==> config.mk <==
export PLATFORM = sky130hd
export DESIGN_NAME = gpio_pin_config_bank
export DESIGN_NICKNAME = d
export VERILOG_FILES = /design/src/rtl/aux_pin_pkg.sv /design/src/rtl/aux_pin_drive.sv /design/src/rtl/gpio_pin_config_bank.sv
export VERILOG_INCLUDE_DIRS = /design/src /design/src/rtl
export SDC_FILE = /design/constraint.sdc
export NUM_CORES = 1
export LEC_CHECK = 0
export ABC_AREA = 0
export ABC_CLOCK_PERIOD_IN_PS = 1920
export BUFFER_PORTS_ARGS = -buffer_cell sky130_fd_sc_hd__buf_2
export CORE_ASPECT_RATIO = 1.2
export CORE_MARGIN = 2
export CORE_UTILIZATION = 45
export DETAILED_ROUTE_END_ITERATION = 10
export PLACE_DENSITY = 0.84
export SLEW_MARGIN = 25
export SYNTH_ARGS = -nofsm -noshare
export SYNTH_HDL_FRONTEND = slang
export SYNTH_SLANG_ARGS = --single-unit
==> constraint.sdc <==
create_clock -name i_clk -period 1.92 [get_ports i_clk]
set_input_delay 0.576 -clock i_clk [delete_from_list [all_inputs] [get_ports i_clk]]
set_output_delay 0.576 -clock i_clk [all_outputs]
set_load 0.03 [all_outputs]
==> src/rtl/aux_pin_map.svh <==
`ifndef AUX_PIN_MAP_SVH
`define AUX_PIN_MAP_SVH
// register offsets
`define PIN_THREE_CONFIG_ADDR 8'h0F
`define PINS_FIVE_SIX_CONFIG_ADDR 8'h10
`define PINS_SEVEN_EIGHT_CONFIG_ADDR 8'h11
// field positions
`define LO_MODE_LSB 0
`define LO_VALUE_BIT 3
`define HI_MODE_LSB 4
`define HI_VALUE_BIT 7
// writable bits
`define PIN_THREE_WMASK 8'h0F
`define PAIR_WMASK 8'hBB
// reset value
`define CONFIG_RESET 8'h00
`endif

==> src/rtl/aux_pin_pkg.sv <==
package aux_pin_pkg;
   // decoded behaviour of one pin
   typedef enum logic [5:0]
   {
      PIN_FUNC_IN = 6'b00_0001,
      PIN_HIGH_Z = 6'b00_0010,
      PIN_REG_OUT = 6'b00_0100,
      PIN_REG_IN = 6'b00_1000,
      PIN_REMOTE_HOLD = 6'b01_0000,
      PIN_REMOTE_DEFAULT = 6'b10_0000
   } pin_mode_type;
endpackage : aux_pin_pkg

==> src/rtl/aux_pin_drive.sv <==
`timescale 1ns/1ps
// drive logic for one pin from its decoded mode
module aux_pin_drive
   import aux_pin_pkg::*;
(
   // clock and reset
   input wire logic i_clk,
   input wire logic i_rst,
   // configuration
   input wire pin_mode_type i_mode,
   input wire logic i_value,
   // remote side
   input wire logic i_remote_value,
   input wire logic i_link_up,
   // pin
   input wire logic i_pin,
   output logic o_pin,
   output logic o_pin_oe,
   output logic o_func_en,
   output logic o_read_value
);
   logic hold_q;
   logic hold_d;

   // last value seen while the link is up
   always_comb
   begin
      hold_d = i_link_up ? i_remote_value : hold_q;
   end

   always_ff @(posedge i_clk)
   begin
      if (i_rst)
         hold_q <= 1'b0;
      else
         hold_q <= hold_d;
   end

   // registered pin drive
   always_ff @(posedge i_clk)
   begin
      if (i_rst)
      begin
         o_pin <= 1'b0;
         o_pin_oe <= 1'b0;
      end
      else
      begin
         unique case (i_mode)
            PIN_REG_OUT:
            begin
               o_pin <= i_value;
               o_pin_oe <= 1'b1;
            end
            PIN_REMOTE_HOLD:
            begin
               o_pin <= hold_d;
               o_pin_oe <= 1'b1;
            end
            PIN_REMOTE_DEFAULT:
            begin
               o_pin <= i_link_up ? i_remote_value : i_value;
               o_pin_oe <= 1'b1;
            end
            default:
            begin
               o_pin <= 1'b0;
               o_pin_oe <= 1'b0;
            end
         endcase
      end
   end

   // functional path enable and readable input
   always_ff @(posedge i_clk)
   begin
      if (i_rst)
      begin
         o_func_en <= 1'b0;
         o_read_value <= 1'b0;
      end
      else
      begin
         o_func_en <= (i_mode == PIN_FUNC_IN);
         o_read_value <= (i_mode == PIN_REG_IN) ? i_pin : 1'b0;
      end
   end

   a_reg_out_drive: assert property (@(posedge i_clk) disable iff (i_rst)
      (i_mode == PIN_REG_OUT) |=> (o_pin_oe && o_pin == $past(i_value)))
      else $error("register output not driven");
   a_default_fallback: assert property (@(posedge i_clk) disable iff (i_rst)
      (i_mode == PIN_REMOTE_DEFAULT && !i_link_up) |=> (o_pin == $past(i_value)))
      else $error("fallback value not driven");
   a_hold_on_loss: assert property (@(posedge i_clk) disable iff (i_rst)
      (i_mode == PIN_REMOTE_HOLD && $past(i_mode) == PIN_REMOTE_HOLD && !i_link_up)
      |=> $stable(o_pin))
      else $error("held value changed on link loss");
endmodule : aux_pin_drive

==> src/rtl/gpio_pin_config_bank.sv <==
`timescale 1ns/1ps
// Summary of operation
// - pin three drives its value bit in register output mode and in mode 111 on link loss
// - pin three low bits 00 functional input, 10 high impedance
// - pin three 001 register output, 011 readable input
// - pin three 101 follows remote value, holds last on link loss
// - pin three 111 follows remote value, local bit on link loss
// - pins five and six two-bit modes decode four ways
// - pins seven and eight use the same four-way decode
// - pins five to eight drive value bits 3 and 7 in output mode
// - all configuration registers reset to zero
`include "aux_pin_map.svh"
module gpio_pin_config_bank
   import aux_pin_pkg::*;
#(
   parameter int ADDR_W = 8,
   parameter int DATA_W = 8
)
(
   // clock and reset
   input wire logic i_clk,
   input wire logic i_rst,
   // register port
   input wire logic i_reg_wr,
   input wire logic i_reg_rd,
   input wire logic [ADDR_W-1:0] i_reg_addr,
   input wire logic [DATA_W-1:0] i_reg_wdata,
   output logic [DATA_W-1:0] o_reg_rdata,
   output logic o_reg_rvalid,
   // remote control for pin three
   input wire logic i_remote_value,
   input wire logic i_link_up,
   // pins: index 0 three, 1 five, 2 six, 3 seven, 4 eight
   input wire logic [4:0] i_pin,
   output logic [4:0] o_pin,
   output logic [4:0] o_pin_oe,
   output logic [4:0] o_func_en,
   output logic [4:0] o_read_value
);
   logic [DATA_W-1:0] three_q;
   logic [DATA_W-1:0] five_six_q;
   logic [DATA_W-1:0] seven_eight_q;
   pin_mode_type mode [5];
   logic [4:0] value;

   // three-bit decode for pin three
   function automatic pin_mode_type decode3(input logic [2:0] m);
      pin_mode_type r;
      r = PIN_FUNC_IN;
      if (m[1:0] == 2'b00)
         r = PIN_FUNC_IN;
      else if (m[1:0] == 2'b10)
         r = PIN_HIGH_Z;
      else if (m == 3'b001)
         r = PIN_REG_OUT;
      else if (m == 3'b011)
         r = PIN_REG_IN;
      else if (m == 3'b101)
         r = PIN_REMOTE_HOLD;
      else
         r = PIN_REMOTE_DEFAULT;
      return r;
   endfunction : decode3

   // two-bit decode for paired pins
   function automatic pin_mode_type decode2(input logic [1:0] m);
      pin_mode_type r;
      r = PIN_FUNC_IN;
      unique case (m)
         2'b00: r = PIN_FUNC_IN;
         2'b10: r = PIN_HIGH_Z;
         2'b01: r = PIN_REG_OUT;
         2'b11: r = PIN_REG_IN;
      endcase
      return r;
   endfunction : decode2

   // configuration register writes, reserved bits masked
   always_ff @(posedge i_clk)
   begin
      if (i_rst)
      begin
         three_q <= `CONFIG_RESET;
         five_six_q <= `CONFIG_RESET;
         seven_eight_q <= `CONFIG_RESET;
      end
      else if (i_reg_wr)
      begin
         if (i_reg_addr == `PIN_THREE_CONFIG_ADDR)
            three_q <= i_reg_wdata & `PIN_THREE_WMASK;
         if (i_reg_addr == `PINS_FIVE_SIX_CONFIG_ADDR)
            five_six_q <= i_reg_wdata & `PAIR_WMASK;
         if (i_reg_addr == `PINS_SEVEN_EIGHT_CONFIG_ADDR)
            seven_eight_q <= i_reg_wdata & `PAIR_WMASK;
      end
   end

   // register read, unmapped reads zero
   always_ff @(posedge i_clk)
   begin
      if (i_rst)
      begin
         o_reg_rdata <= '0;
         o_reg_rvalid <= 1'b0;
      end
      else
      begin
         o_reg_rvalid <= i_reg_rd;
         if (!i_reg_rd)
            o_reg_rdata <= '0;
         else if (i_reg_addr == `PIN_THREE_CONFIG_ADDR)
            o_reg_rdata <= three_q;
         else if (i_reg_addr == `PINS_FIVE_SIX_CONFIG_ADDR)
            o_reg_rdata <= five_six_q;
         else if (i_reg_addr == `PINS_SEVEN_EIGHT_CONFIG_ADDR)
            o_reg_rdata <= seven_eight_q;
         else
            o_reg_rdata <= '0;
      end
   end

   // mode and value decode per pin
   always_comb
   begin
      mode[0] = decode3(three_q[2:0]);
      mode[1] = decode2(five_six_q[`LO_MODE_LSB +: 2]);
      mode[2] = decode2(five_six_q[`HI_MODE_LSB +: 2]);
      mode[3] = decode2(seven_eight_q[`LO_MODE_LSB +: 2]);
      mode[4] = decode2(seven_eight_q[`HI_MODE_LSB +: 2]);
      value[0] = three_q[`LO_VALUE_BIT];
      value[1] = five_six_q[`LO_VALUE_BIT];
      value[2] = five_six_q[`HI_VALUE_BIT];
      value[3] = seven_eight_q[`LO_VALUE_BIT];
      value[4] = seven_eight_q[`HI_VALUE_BIT];
   end

   // one drive block per pin, remote path only on pin three
   generate
      for (genvar g = 0; g < 5; g++)
      begin : g_pin
         aux_pin_drive u_drive
         (
            .i_clk(i_clk),
            .i_rst(i_rst),
            .i_mode(mode[g]),
            .i_value(value[g]),
            .i_remote_value((g == 0) ? i_remote_value : 1'b0),
            .i_link_up((g == 0) ? i_link_up : 1'b0),
            .i_pin(i_pin[g]),
            .o_pin(o_pin[g]),
            .o_pin_oe(o_pin_oe[g]),
            .o_func_en(o_func_en[g]),
            .o_read_value(o_read_value[g])
         );
      end
   endgenerate

   a_three_drive: assert property (@(posedge i_clk) disable iff (i_rst)
      (three_q[2:0] == 3'b001) |=> (o_pin_oe[0] && o_pin[0] == $past(three_q[3])))
      else $error("pin three register drive wrong");
   a_three_tristate: assert property (@(posedge i_clk) disable iff (i_rst)
      (three_q[1:0] == 2'b10) |=> (!o_pin_oe[0] && !o_func_en[0]))
      else $error("pin three not high impedance");
   a_three_funcin: assert property (@(posedge i_clk) disable iff (i_rst)
      (three_q[1:0] == 2'b00) |=> (o_func_en[0] && !o_pin_oe[0]))
      else $error("pin three not functional input");
   a_three_readin: assert property (@(posedge i_clk) disable iff (i_rst)
      (three_q[2:0] == 3'b011) |=> (!o_pin_oe[0] && o_read_value[0] == $past(i_pin[0])))
      else $error("pin three readable input wrong");
   a_three_remote: assert property (@(posedge i_clk) disable iff (i_rst)
      (three_q[2:0] == 3'b111 && i_link_up) |=> (o_pin[0] == $past(i_remote_value)))
      else $error("pin three remote value not driven");
   a_pair_out: assert property (@(posedge i_clk) disable iff (i_rst)
      (five_six_q[5:4] == 2'b01) |=> (o_pin_oe[2] && o_pin[2] == $past(five_six_q[7])))
      else $error("pin six output wrong");
   a_pair_hiz: assert property (@(posedge i_clk) disable iff (i_rst)
      (seven_eight_q[1:0] == 2'b10) |=> (!o_pin_oe[3] && !o_func_en[3]))
      else $error("pin seven not high impedance");
   a_reserved_zero: assert property (@(posedge i_clk) disable iff (i_rst)
      (three_q[7:4] == 4'h0 && five_six_q[6] == 1'b0 && seven_eight_q[2] == 1'b0))
      else $error("reserved bit set");
   a_reset_zero: assert property (@(posedge i_clk)
      i_rst |=> (three_q == 8'h00 && five_six_q == 8'h00 && seven_eight_q == 8'h00))
      else $error("config not zero after reset");
   a_reset_outputs: assert property (@(posedge i_clk)
      i_rst |=> (o_pin == 5'h00 && o_pin_oe == 5'h00 && o_func_en == 5'h00 && o_read_value == 5'h00))
      else $error("pin outputs not idle after reset");

   // pin three drive ownership and remote follow
   a_three_local_only: assert property (@(posedge i_clk) disable iff (i_rst)
      !(three_q[2:0] inside {3'b001, 3'b101, 3'b111}) |=> !o_pin_oe[0])
      else $error("pin three driven outside output modes");
   a_three_hold: assert property (@(posedge i_clk) disable iff (i_rst)
      (three_q[2:0] == 3'b101 && i_link_up) |=> (o_pin_oe[0] && o_pin[0] == $past(i_remote_value)))
      else $error("pin three hold mode not following remote");

   // paired pin decode and drive
   a_five_out: assert property (@(posedge i_clk) disable iff (i_rst)
      (five_six_q[1:0] == 2'b01) |=> (o_pin_oe[1] && o_pin[1] == $past(five_six_q[3])))
      else $error("pin five output wrong");
   a_five_funcin: assert property (@(posedge i_clk) disable iff (i_rst)
      (five_six_q[1:0] == 2'b00) |=> (o_func_en[1] && !o_pin_oe[1]))
      else $error("pin five not functional input");
   a_five_readin: assert property (@(posedge i_clk) disable iff (i_rst)
      (five_six_q[1:0] == 2'b11) |=> (!o_pin_oe[1] && o_read_value[1] == $past(i_pin[1])))
      else $error("pin five readable input wrong");
   a_six_hiz: assert property (@(posedge i_clk) disable iff (i_rst)
      (five_six_q[5:4] == 2'b10) |=> (!o_pin_oe[2] && !o_func_en[2]))
      else $error("pin six not high impedance");
   a_seven_out: assert property (@(posedge i_clk) disable iff (i_rst)
      (seven_eight_q[1:0] == 2'b01) |=> (o_pin_oe[3] && o_pin[3] == $past(seven_eight_q[3])))
      else $error("pin seven output wrong");
   a_seven_funcin: assert property (@(posedge i_clk) disable iff (i_rst)
      (seven_eight_q[1:0] == 2'b00) |=> (o_func_en[3] && !o_pin_oe[3]))
      else $error("pin seven not functional input");
   a_eight_out: assert property (@(posedge i_clk) disable iff (i_rst)
      (seven_eight_q[5:4] == 2'b01) |=> (o_pin_oe[4] && o_pin[4] == $past(seven_eight_q[7])))
      else $error("pin eight output wrong");
   a_eight_hiz: assert property (@(posedge i_clk) disable iff (i_rst)
      (seven_eight_q[5:4] == 2'b10) |=> (!o_pin_oe[4] && !o_func_en[4]))
      else $error("pin eight not high impedance");
   a_eight_readin: assert property (@(posedge i_clk) disable iff (i_rst)
      (seven_eight_q[5:4] == 2'b11) |=> (!o_pin_oe[4] && o_read_value[4] == $past(i_pin[4])))
      else $error("pin eight readable input wrong");
   a_six_readin: assert property (@(posedge i_clk) disable iff (i_rst)
      (five_six_q[5:4] == 2'b11) |=> (!o_pin_oe[2] && o_read_value[2] == $past(i_pin[2])))
      else $error("pin six readable input wrong");
endmodule : gpio_pin_config_bank

# Yosys cells after proc, flatten, opt, wreduce, memory -nomap -nowiden

Index checks and enable logic that the tools add are counted.

Bitwise operators: 10
Muxes and demuxes: 20
Reduce and logical (&&, ||, !) cells: 29
Equal/unequal tests: 44

Operators with widths:

| operator                                            | count |
|---|---|
| one-hot mux 6 bit (4 select lines)                  | 4 |
| equality test 6 x 1 -> 1 bit, second input constant | 5 |
| equality test 6 x 3 -> 1 bit, second input constant | 5 |
| equality test 6 x 4 -> 1 bit, second input constant | 5 |
| equality test 6 x 5 -> 1 bit, second input constant | 5 |
| equality test 6 bit, second input constant          | 5 |
| 2-to-1 mux 6 bit                                    | 5 |
| OR reduction 2 bit                                  | 14 |
| equality test 2 bit, second input constant          | 9 |
| OR reduction 3 bit                                  | 6 |
| equality test 8 x 5 -> 1 bit, second input constant | 2 |
| 2-to-1 mux 8 bit                                    | 2 |
| zero test 2 bit                                     | 5 |
| inverter 1 bit                                      | 10 |
| equality test 2 x 1 -> 1 bit, second input constant | 4 |
| equality test 8 x 4 -> 1 bit, second input constant | 1 |
| 2-to-1 mux 1 bit                                    | 7 |
| AND reduction 2 bit                                 | 3 |
| 2-to-1 mux 4 bit                                    | 1 |
| OR reduction 4 bit                                  | 1 |
| equality test 3 x 1 -> 1 bit, second input constant | 1 |
| equality test 3 x 2 -> 1 bit, second input constant | 1 |
| equality test 3 bit, second input constant          | 1 |
| one-hot mux 1 bit (3 select lines)                  | 1 |

Input bits: 27
Flip-flop bits (word level): 46
Logic and storage cells: 131
Output and inout bits: 29

# Logic depth before layout (Yosys ltp)

Gate-level depths: netlist (run 1).

Depth after elaboration: 9
Gate-level depth with buffers: 4
Depth with buffers taken out: 3

# Modules after synthesis

A second synthesis (run 1) with hierarchy kept.

Cells, all modules: 252
Area total of the unflattened synthesis: 2436.1 sq um

Modules (own cells, without submodules):

| module               | seq. area each (sq um) | cells an instance | times used | area an instance (sq um) |
|---|---|---|---|---|
| aux_pin_drive        | 100.1                  | 25                | 5          | 249.0 |
| gpio_pin_config_bank | 480.5                  | 127               | 1          | 1191.1 |

# Least setup slack after synthesis (run 1)

No wires, ideal clock.

Path type: input -> register
Start point: input port i_reg_addr[1]
End point: register seven_eight_q[0]
Data required time: 1.848 ns
Slack: 0.378 ns
Data arrival time: 1.470 ns
Library setup time: 0.072 ns
Cell stages on the path: 4
Cell sequence: nor4b_4 and4_1 buf_6 mux2i_1

Word-level cells in the longest chain between the ends: 2

Ends and longest elaborated chain:

| what                                          | line                       | text |
|---|---|---|
| start: declaration                            | gpio_pin_config_bank.sv:26 | `input wire logic [ADDR_W-1:0] i_reg_addr,` |
| equality test 8 x 5 -> 1 bit (no source line) | n/a                        |  |
| AND reduction 2 bit (no source line)          | n/a                        |  |
| end signal: assignment                        | gpio_pin_config_bank.sv:85 | `` seven_eight_q <= `CONFIG_RESET; `` |
| end signal: assignment                        | gpio_pin_config_bank.sv:94 | `` seven_eight_q <= i_reg_wdata & `PAIR_WMASK; `` |
| end: declaration                              | gpio_pin_config_bank.sv:42 | `logic [DATA_W-1:0] seven_eight_q;` |

No other way between the ends.
A chain may end at the register's enable or synchronous reset.

# Worst setup path in the final report (run 1)

Start point: input port i_reg_addr[5]
End point: register seven_eight_q[7]

Same word-level chain as after synthesis.

==> run metrics, run 1 <==
Reg-to-Reg End o_reg_rdata[1]$_SDFF_PP0_; layout cells sized above 1 0.3238; port buffer count 53; I/O pins 56; post-route cell area 2039 um2; Clk network pwr share 0.368; Fin. Hold Viols 0; Resize count post-CTS 0; crit path max fanout 6; reg2reg path depth 3; Worst Path Arrival 1.79 ns; count leader, synth dfxtp_1; Core Area 3879 um2; DIE AREA about 4500 um2; Die H ~73 um; fill count about 370; Switch Pwr between 0.0003 and 0.0004 W; Critical Path Source Type primary input; initial drt markers 28; DR DRC count 0; # diodes 0; leakage power 0.9520 nW; Synth Net Count about 200; Yosys top cell by area dfxtp_1; largest family of logic cells by synthesized area simple AND/OR/NAND/NOR gates; Area Overhead vs Synth 13.83%; TritonCTS Buffers 5; vias in the first global route 1158; Placed Area a little under 2000 um2; max-slew violation count 0; status finished, final reports clean; clk buf depth 2; max cap viols 0; Setup TNS Final 0 ns; met2 Use GR 0.2526; largest net degree at the start of global routing 31; Power per Cell Area about 800 nW/um2; Synth Instances 175; routed vias/inst around 4.6; htree depth 2; site row count 25; vias after detailed routing 1209; DP HPWL 2308 um; FMAX roughly 640 MHz; r2r startpoint five_six_q[1]$_SDFFE_PP0P_; mux contribution to synthesized area 0.1250; Flop pwr share 0.574; final setup vio count 0; Crit. End Element flop; Total GRT Usage 0.1517; Hold WC Path Type flop to flop; Inst Count DP about 260; GR Overflow Total 0; drt pass-1 iters 4; Post-synth EDFFs 0; Clock Sinks 45; Synth area leaders dfxtp_1 (50%), mux2i_1 (11%), buf_4 (8.8%); met1 Use GR 0.1663; Worst Setup SP i_reg_addr[5]; post-synth top area share 0.5028; routability cong. 0.7636; Reg area around 900 um2; Final Routed Wirelength between 3000 and 4000 um; end of the critical path seven_eight_q[7]$_SDFFE_PP0P_; CTS tree done; Adder-Cell Fraction of Synth Area 0; multi-input logic area roughly 690 um2; P_int roughly 0.0013 W; busiest layer in global routing met2; post-route antenna net violation count 0; Worst-path clk slew around 0.08 ns; Clock Skews ~0.0096 ns; sequential element share of the synthesized area 0.5028; switch share 0.2239; Final period util 0.8127; R2R Setup Slk approximately 0.96 ns; RSZ-0062 raised after global routing false; Root Buffer clkbuf_8; Die X a little over 60 um; Hold Buf Count CTS 0; Syn. warnings 0; register bit total from synthesis 45; VDD IR max roughly 0.47 mV; Synth top cells by count dfxtp_1 (45), nand2b_1 (24), buf_4 (21), mux2i_1 (19), nor2_1 (17); Final min period roughly 1.6 ns; antenna violations before repair 0; Initial Util 0.4619; first-pass GRT wire length just under 5000 um; post-route insts no fill 264; post-CTS setup buffers 0; Post-Syn Area per Cell around 10 um2; met3 GRT Util 0.04433; path type of the worst setup path primary input to flop; Cell variety after synth 28; worst skew pair latency ~0.31 ns; Logic pwr share 0.058; Synth Area in Simple Gates 0.2332; Main synth FF type dfxtp_1; Final #Nets about 240; Compound-Gate Fraction of Synth Area 0.02723; WL/cell between 10 and 15 um; Worst EP required roughly 2.2 ns; Synth Cell Area between 1500 and 2000 um2; xor-xnor portion of the synthesized cell area 0; asr flop ratio synth 0
through the flow:
step / utilization / setup slack (ns) / hold slack, ns / total power [W]
floorplan: - / 0.3784 / 0.4203 / 0.001028
global placement: 0.5010 / 0.1311 / 0.4340 / 0.001060
detailed placement: 0.5010 / 0.04542 / 0.4422 / 0.001061
CTS: 0.5258 / 0.3626 / 0.4495 / 0.001656
global route: 0.5258 / 0.2500 / 0.4762 / 0.001703
finish: 0.5258 / 0.3597 / 0.4509 / 0.001641
metal layers:
metal  vias up  part of all wire
met5         -                 0
met4         0             0.028
met3         8             0.049
met2        33              0.51
met1       537              0.42
li1        631                 -
layout by cell type, fill, tap and decap left out, drive strengths merged, types with 2 or more instances in the layout:
master | Yosys | final
buf | 23 | 54
dfxtp | 45 | 45
nand2b | 24 | 24
mux2i | 19 | 19
nor2 | 17 | 17
nand2 | 7 | 7
nor3 | 7 | 7
clkbuf | 4 | 6
and2 | 5 | 5
mux2 | 3 | 3
a32oi | 3 | 3
and4 | 2 | 2
a21oi | 2 | 2
nor2b | 2 | 2
inv | 2 | 2
clkinv | 0 | 2
registers in the layout (all words and copies together), names as in the netlist:
name,cells
three_q,4
g_pin.u_drive.o_pin,5
g_pin.u_drive.o_pin_oe,5
g_pin.u_drive.o_func_en,5
o_reg_rvalid,1
g_pin.u_drive.o_read_value,5
g_pin.u_drive.hold_q,1
o_reg_rdata,7
five_six_q,6
seven_eight_q,6
how the worst min path moves through the flow:
stage | start | endpoint | cells past startpoint
2_1_floorplan | seven_eight_q[0]$_SDFFE_PP0P_ | g_pin[3].u_drive.o_func_en$_SDFF_PP0_ | 1
3_3_place_gp | seven_eight_q[0]$_SDFFE_PP0P_ | g_pin[3].u_drive.o_func_en$_SDFF_PP0_ | 1
3_5_place_dp | seven_eight_q[0]$_SDFFE_PP0P_ | g_pin[3].u_drive.o_func_en$_SDFF_PP0_ | 1
4_1_cts | seven_eight_q[0]$_SDFFE_PP0P_ | g_pin[3].u_drive.o_func_en$_SDFF_PP0_ | 1
5_1_grt | seven_eight_q[4]$_SDFFE_PP0P_ | g_pin[4].u_drive.o_func_en$_SDFF_PP0_ | 1
6_report | seven_eight_q[0]$_SDFFE_PP0P_ | g_pin[3].u_drive.o_func_en$_SDFF_PP0_ | 1
critical path: stages:
cell,delay [ns]
buf_2,0.10
nor3_2,0.39
and4_1,0.48
mux2i_1,0.24
power groups by stage:
stage | Combinational [W] | Clock (W) | Sequential, W
5_1_grt | 0.000104 | 0.000655 | 0.000944
4_1_cts | 0.0000956 | 0.000617 | 0.000943
3_3_place_gp | 0.0000946 | 0 | 0.000965
6_report | 0.0000950 | 0.000603 | 0.000943
3_5_place_dp | 0.0000958 | 0 | 0.000965
2_1_floorplan | 0.0000606 | 0 | 0.000967
area by class of cell:
class                           count  share of cell area
Sequential cell                    45              0.4417
Multi-Input combinational cell    101              0.3405
Timing Repair Buffer               54              0.1337
Clock buffer                        6             0.04049
Tap cell                           54             0.03313
Clock inverter                      2            0.006748
Inverter                            2            0.003681
cell families after synthesis:
family / count (synthesis)
other: 1
AOI/OAI and AO/OA: 7
muxes: 22
and+or+nand+nor: 71
buffers and inverters: 29
DFF: 45
No activity file was read; power rests on OpenSTA's default activity.
==> run 2: changes to the inputs <==
--- a/config.mk
+++ b/config.mk
@@ -7,7 +7,7 @@
 export NUM_CORES = 1
 export LEC_CHECK = 0
 export ABC_AREA = 0
-export ABC_CLOCK_PERIOD_IN_PS = 1920
+export ABC_CLOCK_PERIOD_IN_PS = 1590
 export BUFFER_PORTS_ARGS = -buffer_cell sky130_fd_sc_hd__buf_2
 export CORE_ASPECT_RATIO = 1.2
 export CORE_MARGIN = 2
==> constraint.sdc (replaced) <==
create_clock -name i_clk -period 1.59 [get_ports i_clk]
set_input_delay 0.477 -clock i_clk [delete_from_list [all_inputs] [get_ports i_clk]]
set_output_delay 0.477 -clock i_clk [all_outputs]
set_load 0.03 [all_outputs]
==> run 2 against run 1 <==
  * Non-clock buffer count is 2 higher
  * Die area stayed put
  * Largest cell class unchanged
  * Clock skew is 0.0046 ns lower
  * Global-route usage is 0.098 points lower
  * Critical path depth stayed put
  * Sequential share of layout area is 0.054 points lower
  * Sequential power is 21% higher
  * Worst hold slack worse by 0.043 ns
  * Combinational power is 24% higher
==> run metrics, run 2 (synthesis results as in run 1) <==
status finished, final reports clean; Setup TNS Final 0 ns (unchanged); Final Routed Wirelength 3129 um (+2.9%); Worst-path clk slew 0.08 ns (about the same); Initial Util 0.4619 (unchanged); antenna violations before repair 0 (unchanged); max cap viols 0 (unchanged); commonest non-fill, non-tap cells in the layout buf_2 (53), dfxtp_1 (45), nand2b_1 (24), mux2i_1 (19), nor2_1 (17); VDD IR max 0.4659 mV (-1.3%); dpl ws -0.02510 ns (-0.07052 ns); Total GRT Usage 0.1507 (-0.0009761); GR Overflow Total 0 (unchanged); Final min period about 1.3 ns; Hold Buf Count CTS 0 (unchanged); vias in the first global route 1145 (-1.1%); clk buf depth 2 (unchanged); Clock Skews 0.004982 ns (-0.004618 ns); I/O pins 56 (unchanged); Resize count post-CTS 0 (unchanged); post-route antenna net violation count 0 (unchanged); total power 0.001915 W (+17%); Final #Nets 238 (+0.85%); layout cells sized above 1 0.3208 (-0.003055); Core Area 3879 um2 (unchanged); Fin. Hold Viols 0 (unchanged); Clock Sinks 45 (unchanged); routed vias/inst 4.688 (+2.4%); # diodes 0 (unchanged); fill count 385 (+4.3%); WL/cell 11.76 um (+2.1%); Worst EP required 1.80 ns (-0.35 ns); post-route insts no fill 266 (+0.76%); final core utilization 0.5265 (+0.0006460); Final period util 0.8256; DP HPWL 2385 um (+3.3%); R2R Setup Slk 0.62 ns (-0.34 ns); routability cong. 0.7164 (-6.2%); FMAX approximately 760 MHz; RSZ-0062 raised after global routing false; largest net degree at the start of global routing 31 (unchanged); post-CTS setup buffers 0 (unchanged); Power per Cell Area 937.9 nW/um2 (+17%); first-pass GRT wire length 5009 um (+2.1%); Crit. End Element flop; DIE AREA 4504 um2 (unchanged); final setup vio count 0 (unchanged); final setup margin 0.2772 ns (-0.08243 ns); Top reg by flops o_reg_rdata; largest registers o_reg_rdata: 7 flops, five_six_q: 6 flops, seven_eight_q: 6 flops; port buffer count 53 (unchanged); site row count 25 (unchanged); vias after detailed routing 1247 (+3.1%); Die X 61.60 um (unchanged); leakage power 0.9501 nW (-0.21%); Root Buffer clkbuf_8; htree depth 2 (unchanged); drt pass-1 iters 4 (unchanged); initial drt markers 31 (+11%); max-slew violation count 0 (unchanged); CTS tree done; crit path max fanout 6 (unchanged); Inst Count DP 258 (+0.78%); worst skew pair latency 0.29 ns (-0.02 ns); path type of the worst setup path primary input to flop; Die H 73.12 um (unchanged); Hold WC Path Type primary input to flop; DR DRC count 0 (unchanged); Critical Path Source Type primary input; max reg flops 7 (unchanged); Worst Path Arrival 1.52 ns (-0.27 ns); TritonCTS Buffers 5 (unchanged); most common cell after layout, fill and taps aside buf_2; Area Overhead vs Synth 13.97%
run 2: changes by cell type in the layout (fill, tap and decap cells not counted):
cell,change
buf_4,+2
clkbuf_1,+2
clkbuf_8,-1
clkinv_2,-1
clkinv_4,-1
clkinvlp_4,+1
run 2: layer usage:
metal,vias to the layer above,GRT usage,share of wire
met5,-,0,0
met4,0,0.06383,0.020
met3,6,0.03723,0.032
met2,28,0.2585,0.52
met1,581,0.1731,0.43
li1,632,-,-
run 2: worst max-delay path: stages:
cell and delay, ns:
buf_2 0.12, nor4b_4 0.33, nand4b_2 0.32, mux2i_1 0.27
run 2: path summary, 6_finish.rpt:
check                                                start                                        to  cells past startpoint
worst max-delay path                         i_reg_addr[1]                five_six_q[7]$_SDFFE_PP0P_                      4
worst min-delay path                              i_pin[1]  g_pin[1].u_drive.o_read_value$_SDFF_PP0_                      3
worst max register to register  five_six_q[1]$_SDFFE_PP0P_                 o_reg_rdata[1]$_SDFF_PP0_                      3
worst min register to register  five_six_q[0]$_SDFFE_PP0P_     g_pin[1].u_drive.o_func_en$_SDFF_PP0_                      1
run 2: metrics by stage:
stage | hold slack [ns] | area (um2)
global route | 0.4202 | 2042
CTS | 0.4051 | 2042
detailed placement | 0.4395 | 1958
floorplan | 0.4203 | 1792
global placement | 0.4319 | 1958
finish | 0.4083 | 2042
run 2: area by class of cell:
type	instances	area (um2)	share of cell area
clock buffers	7	76.32	0.03738
clock inverters	1	7.507	0.003676
inverters	2	7.507	0.003676
multi-input cells	101	694.4	0.3401
flip-flops and latches	45	900.9	0.4412
well taps	54	67.56	0.03309
repair buffers	56	287.8	0.1409
run 2: power breakdown:
group / total (W) / internal (W) / switching (W) / leakage [nW]
combinational: 0.000118 / 0.0000519 / 0.0000657 / 0.547
sequential: 0.00114 / 0.00114 / 0.00000266 / 0.365
clock: 0.000659 / 0.000311 / 0.000348 / 0.0385
==> run 3: changes to the inputs <==
--- a/config.mk
+++ b/config.mk
@@ -7,13 +7,13 @@
 export NUM_CORES = 1
 export LEC_CHECK = 0
 export ABC_AREA = 0
-export ABC_CLOCK_PERIOD_IN_PS = 1590
+export ABC_CLOCK_PERIOD_IN_PS = 1170
 export BUFFER_PORTS_ARGS = -buffer_cell sky130_fd_sc_hd__buf_2
 export CORE_ASPECT_RATIO = 1.2
 export CORE_MARGIN = 2
 export CORE_UTILIZATION = 45
 export DETAILED_ROUTE_END_ITERATION = 10
-export PLACE_DENSITY = 0.84
+export PLACE_DENSITY = 0.87
 export SLEW_MARGIN = 25
 export SYNTH_ARGS = -nofsm -noshare
 export SYNTH_HDL_FRONTEND = slang
==> constraint.sdc (replaced) <==
create_clock -name i_clk -period 1.17 [get_ports i_clk]
set_input_delay 0.351 -clock i_clk [delete_from_list [all_inputs] [get_ports i_clk]]
set_output_delay 0.351 -clock i_clk [all_outputs]
set_load 0.03 [all_outputs]
==> run 3 against run 2 <==
  * Final cell count grew 5.3%
  * Clock skew shrank 0.0029 ns
  * Routed wire length grew 14%
  * Worst setup slack lost 0.26 ns
  * Critical endpoint is now o_reg_rdata[4]
  * Clock power grew 38%
==> run metrics, run 3 (synthesis results as in run 1) <==
antenna violations before repair 0 (unchanged); commonest non-fill, non-tap cells in the layout dfxtp_1 (45), buf_2 (39), nand2b_1 (24), buf_4 (21), mux2i_1 (19); Final Routed Wirelength 3578 um (+14%); Worst Path Arrival 0.80 ns (-0.72 ns); vias in the first global route 1267 (+11%); delay of the slowest critical-path stage 0.32 ns (about the same); Worst EP required 0.82 ns (-0.98 ns); CTS tree done; Top reg by flops o_reg_rdata; Crit. End Element output port; worst hold path depth 3 (unchanged); Worst Setup SP o_reg_rdata[4]$_SDFF_PP0_; worst skew pair latency 0.29 ns (about the same); clk buf depth 2 (unchanged); Clock Sinks 45 (unchanged); post-route antenna net violation count 0 (unchanged); leakage power 1.041 nW (+9.5%); Fin. Hold Viols 0 (unchanged); Reg-to-Reg End o_reg_rdata[1]$_SDFF_PP0_; status finished, final reports clean; r2r startpoint five_six_q[1]$_SDFFE_PP0P_; DP HPWL 2570 um (+7.8%); max reg flops 7 (unchanged); site row count 25 (unchanged); GR Overflow Total 0 (unchanged); port buffer count 53 (unchanged); worst min-delay path endpoint g_pin[0].u_drive.o_read_value$_SDFF_PP0_; Power per Cell Area 1197 nW/um2 (+28%); Die X 61.60 um (unchanged); Clock Skews 0.002091 ns (-0.002891 ns); Hold WC Path Type primary input to flop; drt pass-1 iters 4 (unchanged); path type of the worst setup path flop to output port; DIE AREA 4504 um2 (unchanged); routed vias/inst 4.729 (+0.87%); Area Overhead vs Synth 23.81%; Inst Count DP 271 (+5.0%); DR DRC count 0 (unchanged); R2R Setup Slk 0.17 ns (-0.45 ns); final setup vio count 0 (unchanged); max-slew violation count 0 (unchanged); # diodes 0 (unchanged); Initial Util 0.4619 (unchanged); RSZ-0062 raised after global routing true; final setup margin 0.01816 ns (-0.2591 ns); dpl ws -0.3151 ns (-0.2900 ns); critical hold path startpoint i_pin[0]; I/O pins 56 (unchanged); total power 0.002655 W (+39%); Final #Nets 252 (+5.9%); largest net degree at the start of global routing 21 (-32%); vias after detailed routing 1324 (+6.2%); post-route insts no fill 280 (+5.3%); routability cong. 0.7988 (+12%); reg2reg path depth 3 (unchanged); largest registers o_reg_rdata: 7 flops, five_six_q: 6 flops, seven_eight_q: 6 flops; Total GRT Usage 0.1636 (+0.01285); max cap viols 0 (unchanged); Final period util 0.9845; first-pass GRT wire length 5382 um (+7.4%); CP cell instances clkbuf_4; layout cells sized above 1 0.3673 (+0.04650); Root Buffer clkbuf_8; final core utilization 0.5719 (+0.04548); CP delay by family, top flip-flops; crit path max fanout 1 (-5); Die H 73.12 um (unchanged); Crit-path slowest cell dfxtp_1; Crit path buffers/inverters 1 (unchanged); FMAX slightly below 900 MHz; Worst-path clk slew 0.08 ns (about the same); VDD IR max 0.4978 mV (+6.9%); most common cell after layout, fill and taps aside dfxtp_1; Critical Path Source Type flop; Core Area 3879 um2 (unchanged); htree depth 2 (unchanged); TritonCTS Buffers 5 (unchanged); Final min period around 1.2 ns; initial drt markers 29 (-6.5%); WL/cell 12.78 um (+8.6%)
-- run 3: repair_timing --
action / in CTS / in global routing
endpoints found under the setup margin: 3 / 24
buffers inserted: 1 / 0
hold endpoints to repair: 0 / 0
gates resized for setup: 1 / 25
hold buffers: 0 / 0
pin swaps: 1 / 2
-- run 3: per-layer routing --
layer	up-vias	part of all wire	global-route usage
li1	656	-	-
met1	614	0.39	0.1769
met2	43	0.54	0.2819
met3	11	0.044	0.03901
met4	0	0.025	0.09220
met5	-	0	0
-- run 3: cell type report --
class                           count  area (um2)
Multi-Input combinational cell    101       711.9
Clock inverter                      1       7.507
Tap cell                           54       67.56
Timing Repair Buffer               70       446.7
Fill cell                         339        1660
Clock buffer                        7       76.32
Inverter                            2       7.507
Sequential cell                    45       900.9
-- run 3: stage by stage --
stage / area, um2 / hold slack (ns) / TNS [ns]
detailed placement: 2058 / 0.4406 / -4.649
floorplan: 1795 / 0.4203 / -1.528
CTS: 2152 / 0.2619 / 0
finish: 2218 / 0.2641 / 0
global placement: 2058 / 0.4315 / -4.108
global route: 2218 / 0.2745 / -0.09361
-- run 3: worst max-delay path by stage --
stage	end	slack [ns]	cells past startpoint
finish	o_reg_rdata[4]	0.02	1
global route	three_q[2]$_SDFFE_PP0P_	-0.03	5
CTS	o_pin_oe[4]	0.007	1
detailed placement	seven_eight_q[7]$_SDFFE_PP0P_	-0.32	5
global placement	seven_eight_q[0]$_SDFFE_PP0P_	-0.27	5
floorplan	seven_eight_q[0]$_SDFFE_PP0P_	-0.15	4
-- run 3: power by group --
| group | switching [W] | internal [W] | leakage (nW) | total (W) |
|---|---|---|---|---|
| Combinational | 0.000102 | 0.0000971 | 0.638 | 0.000199 |
| Sequential | 0.00000373 | 0.00154 | 0.365 | 0.00155 |
| Clock | 0.000487 | 0.000422 | 0.0385 | 0.000909 |
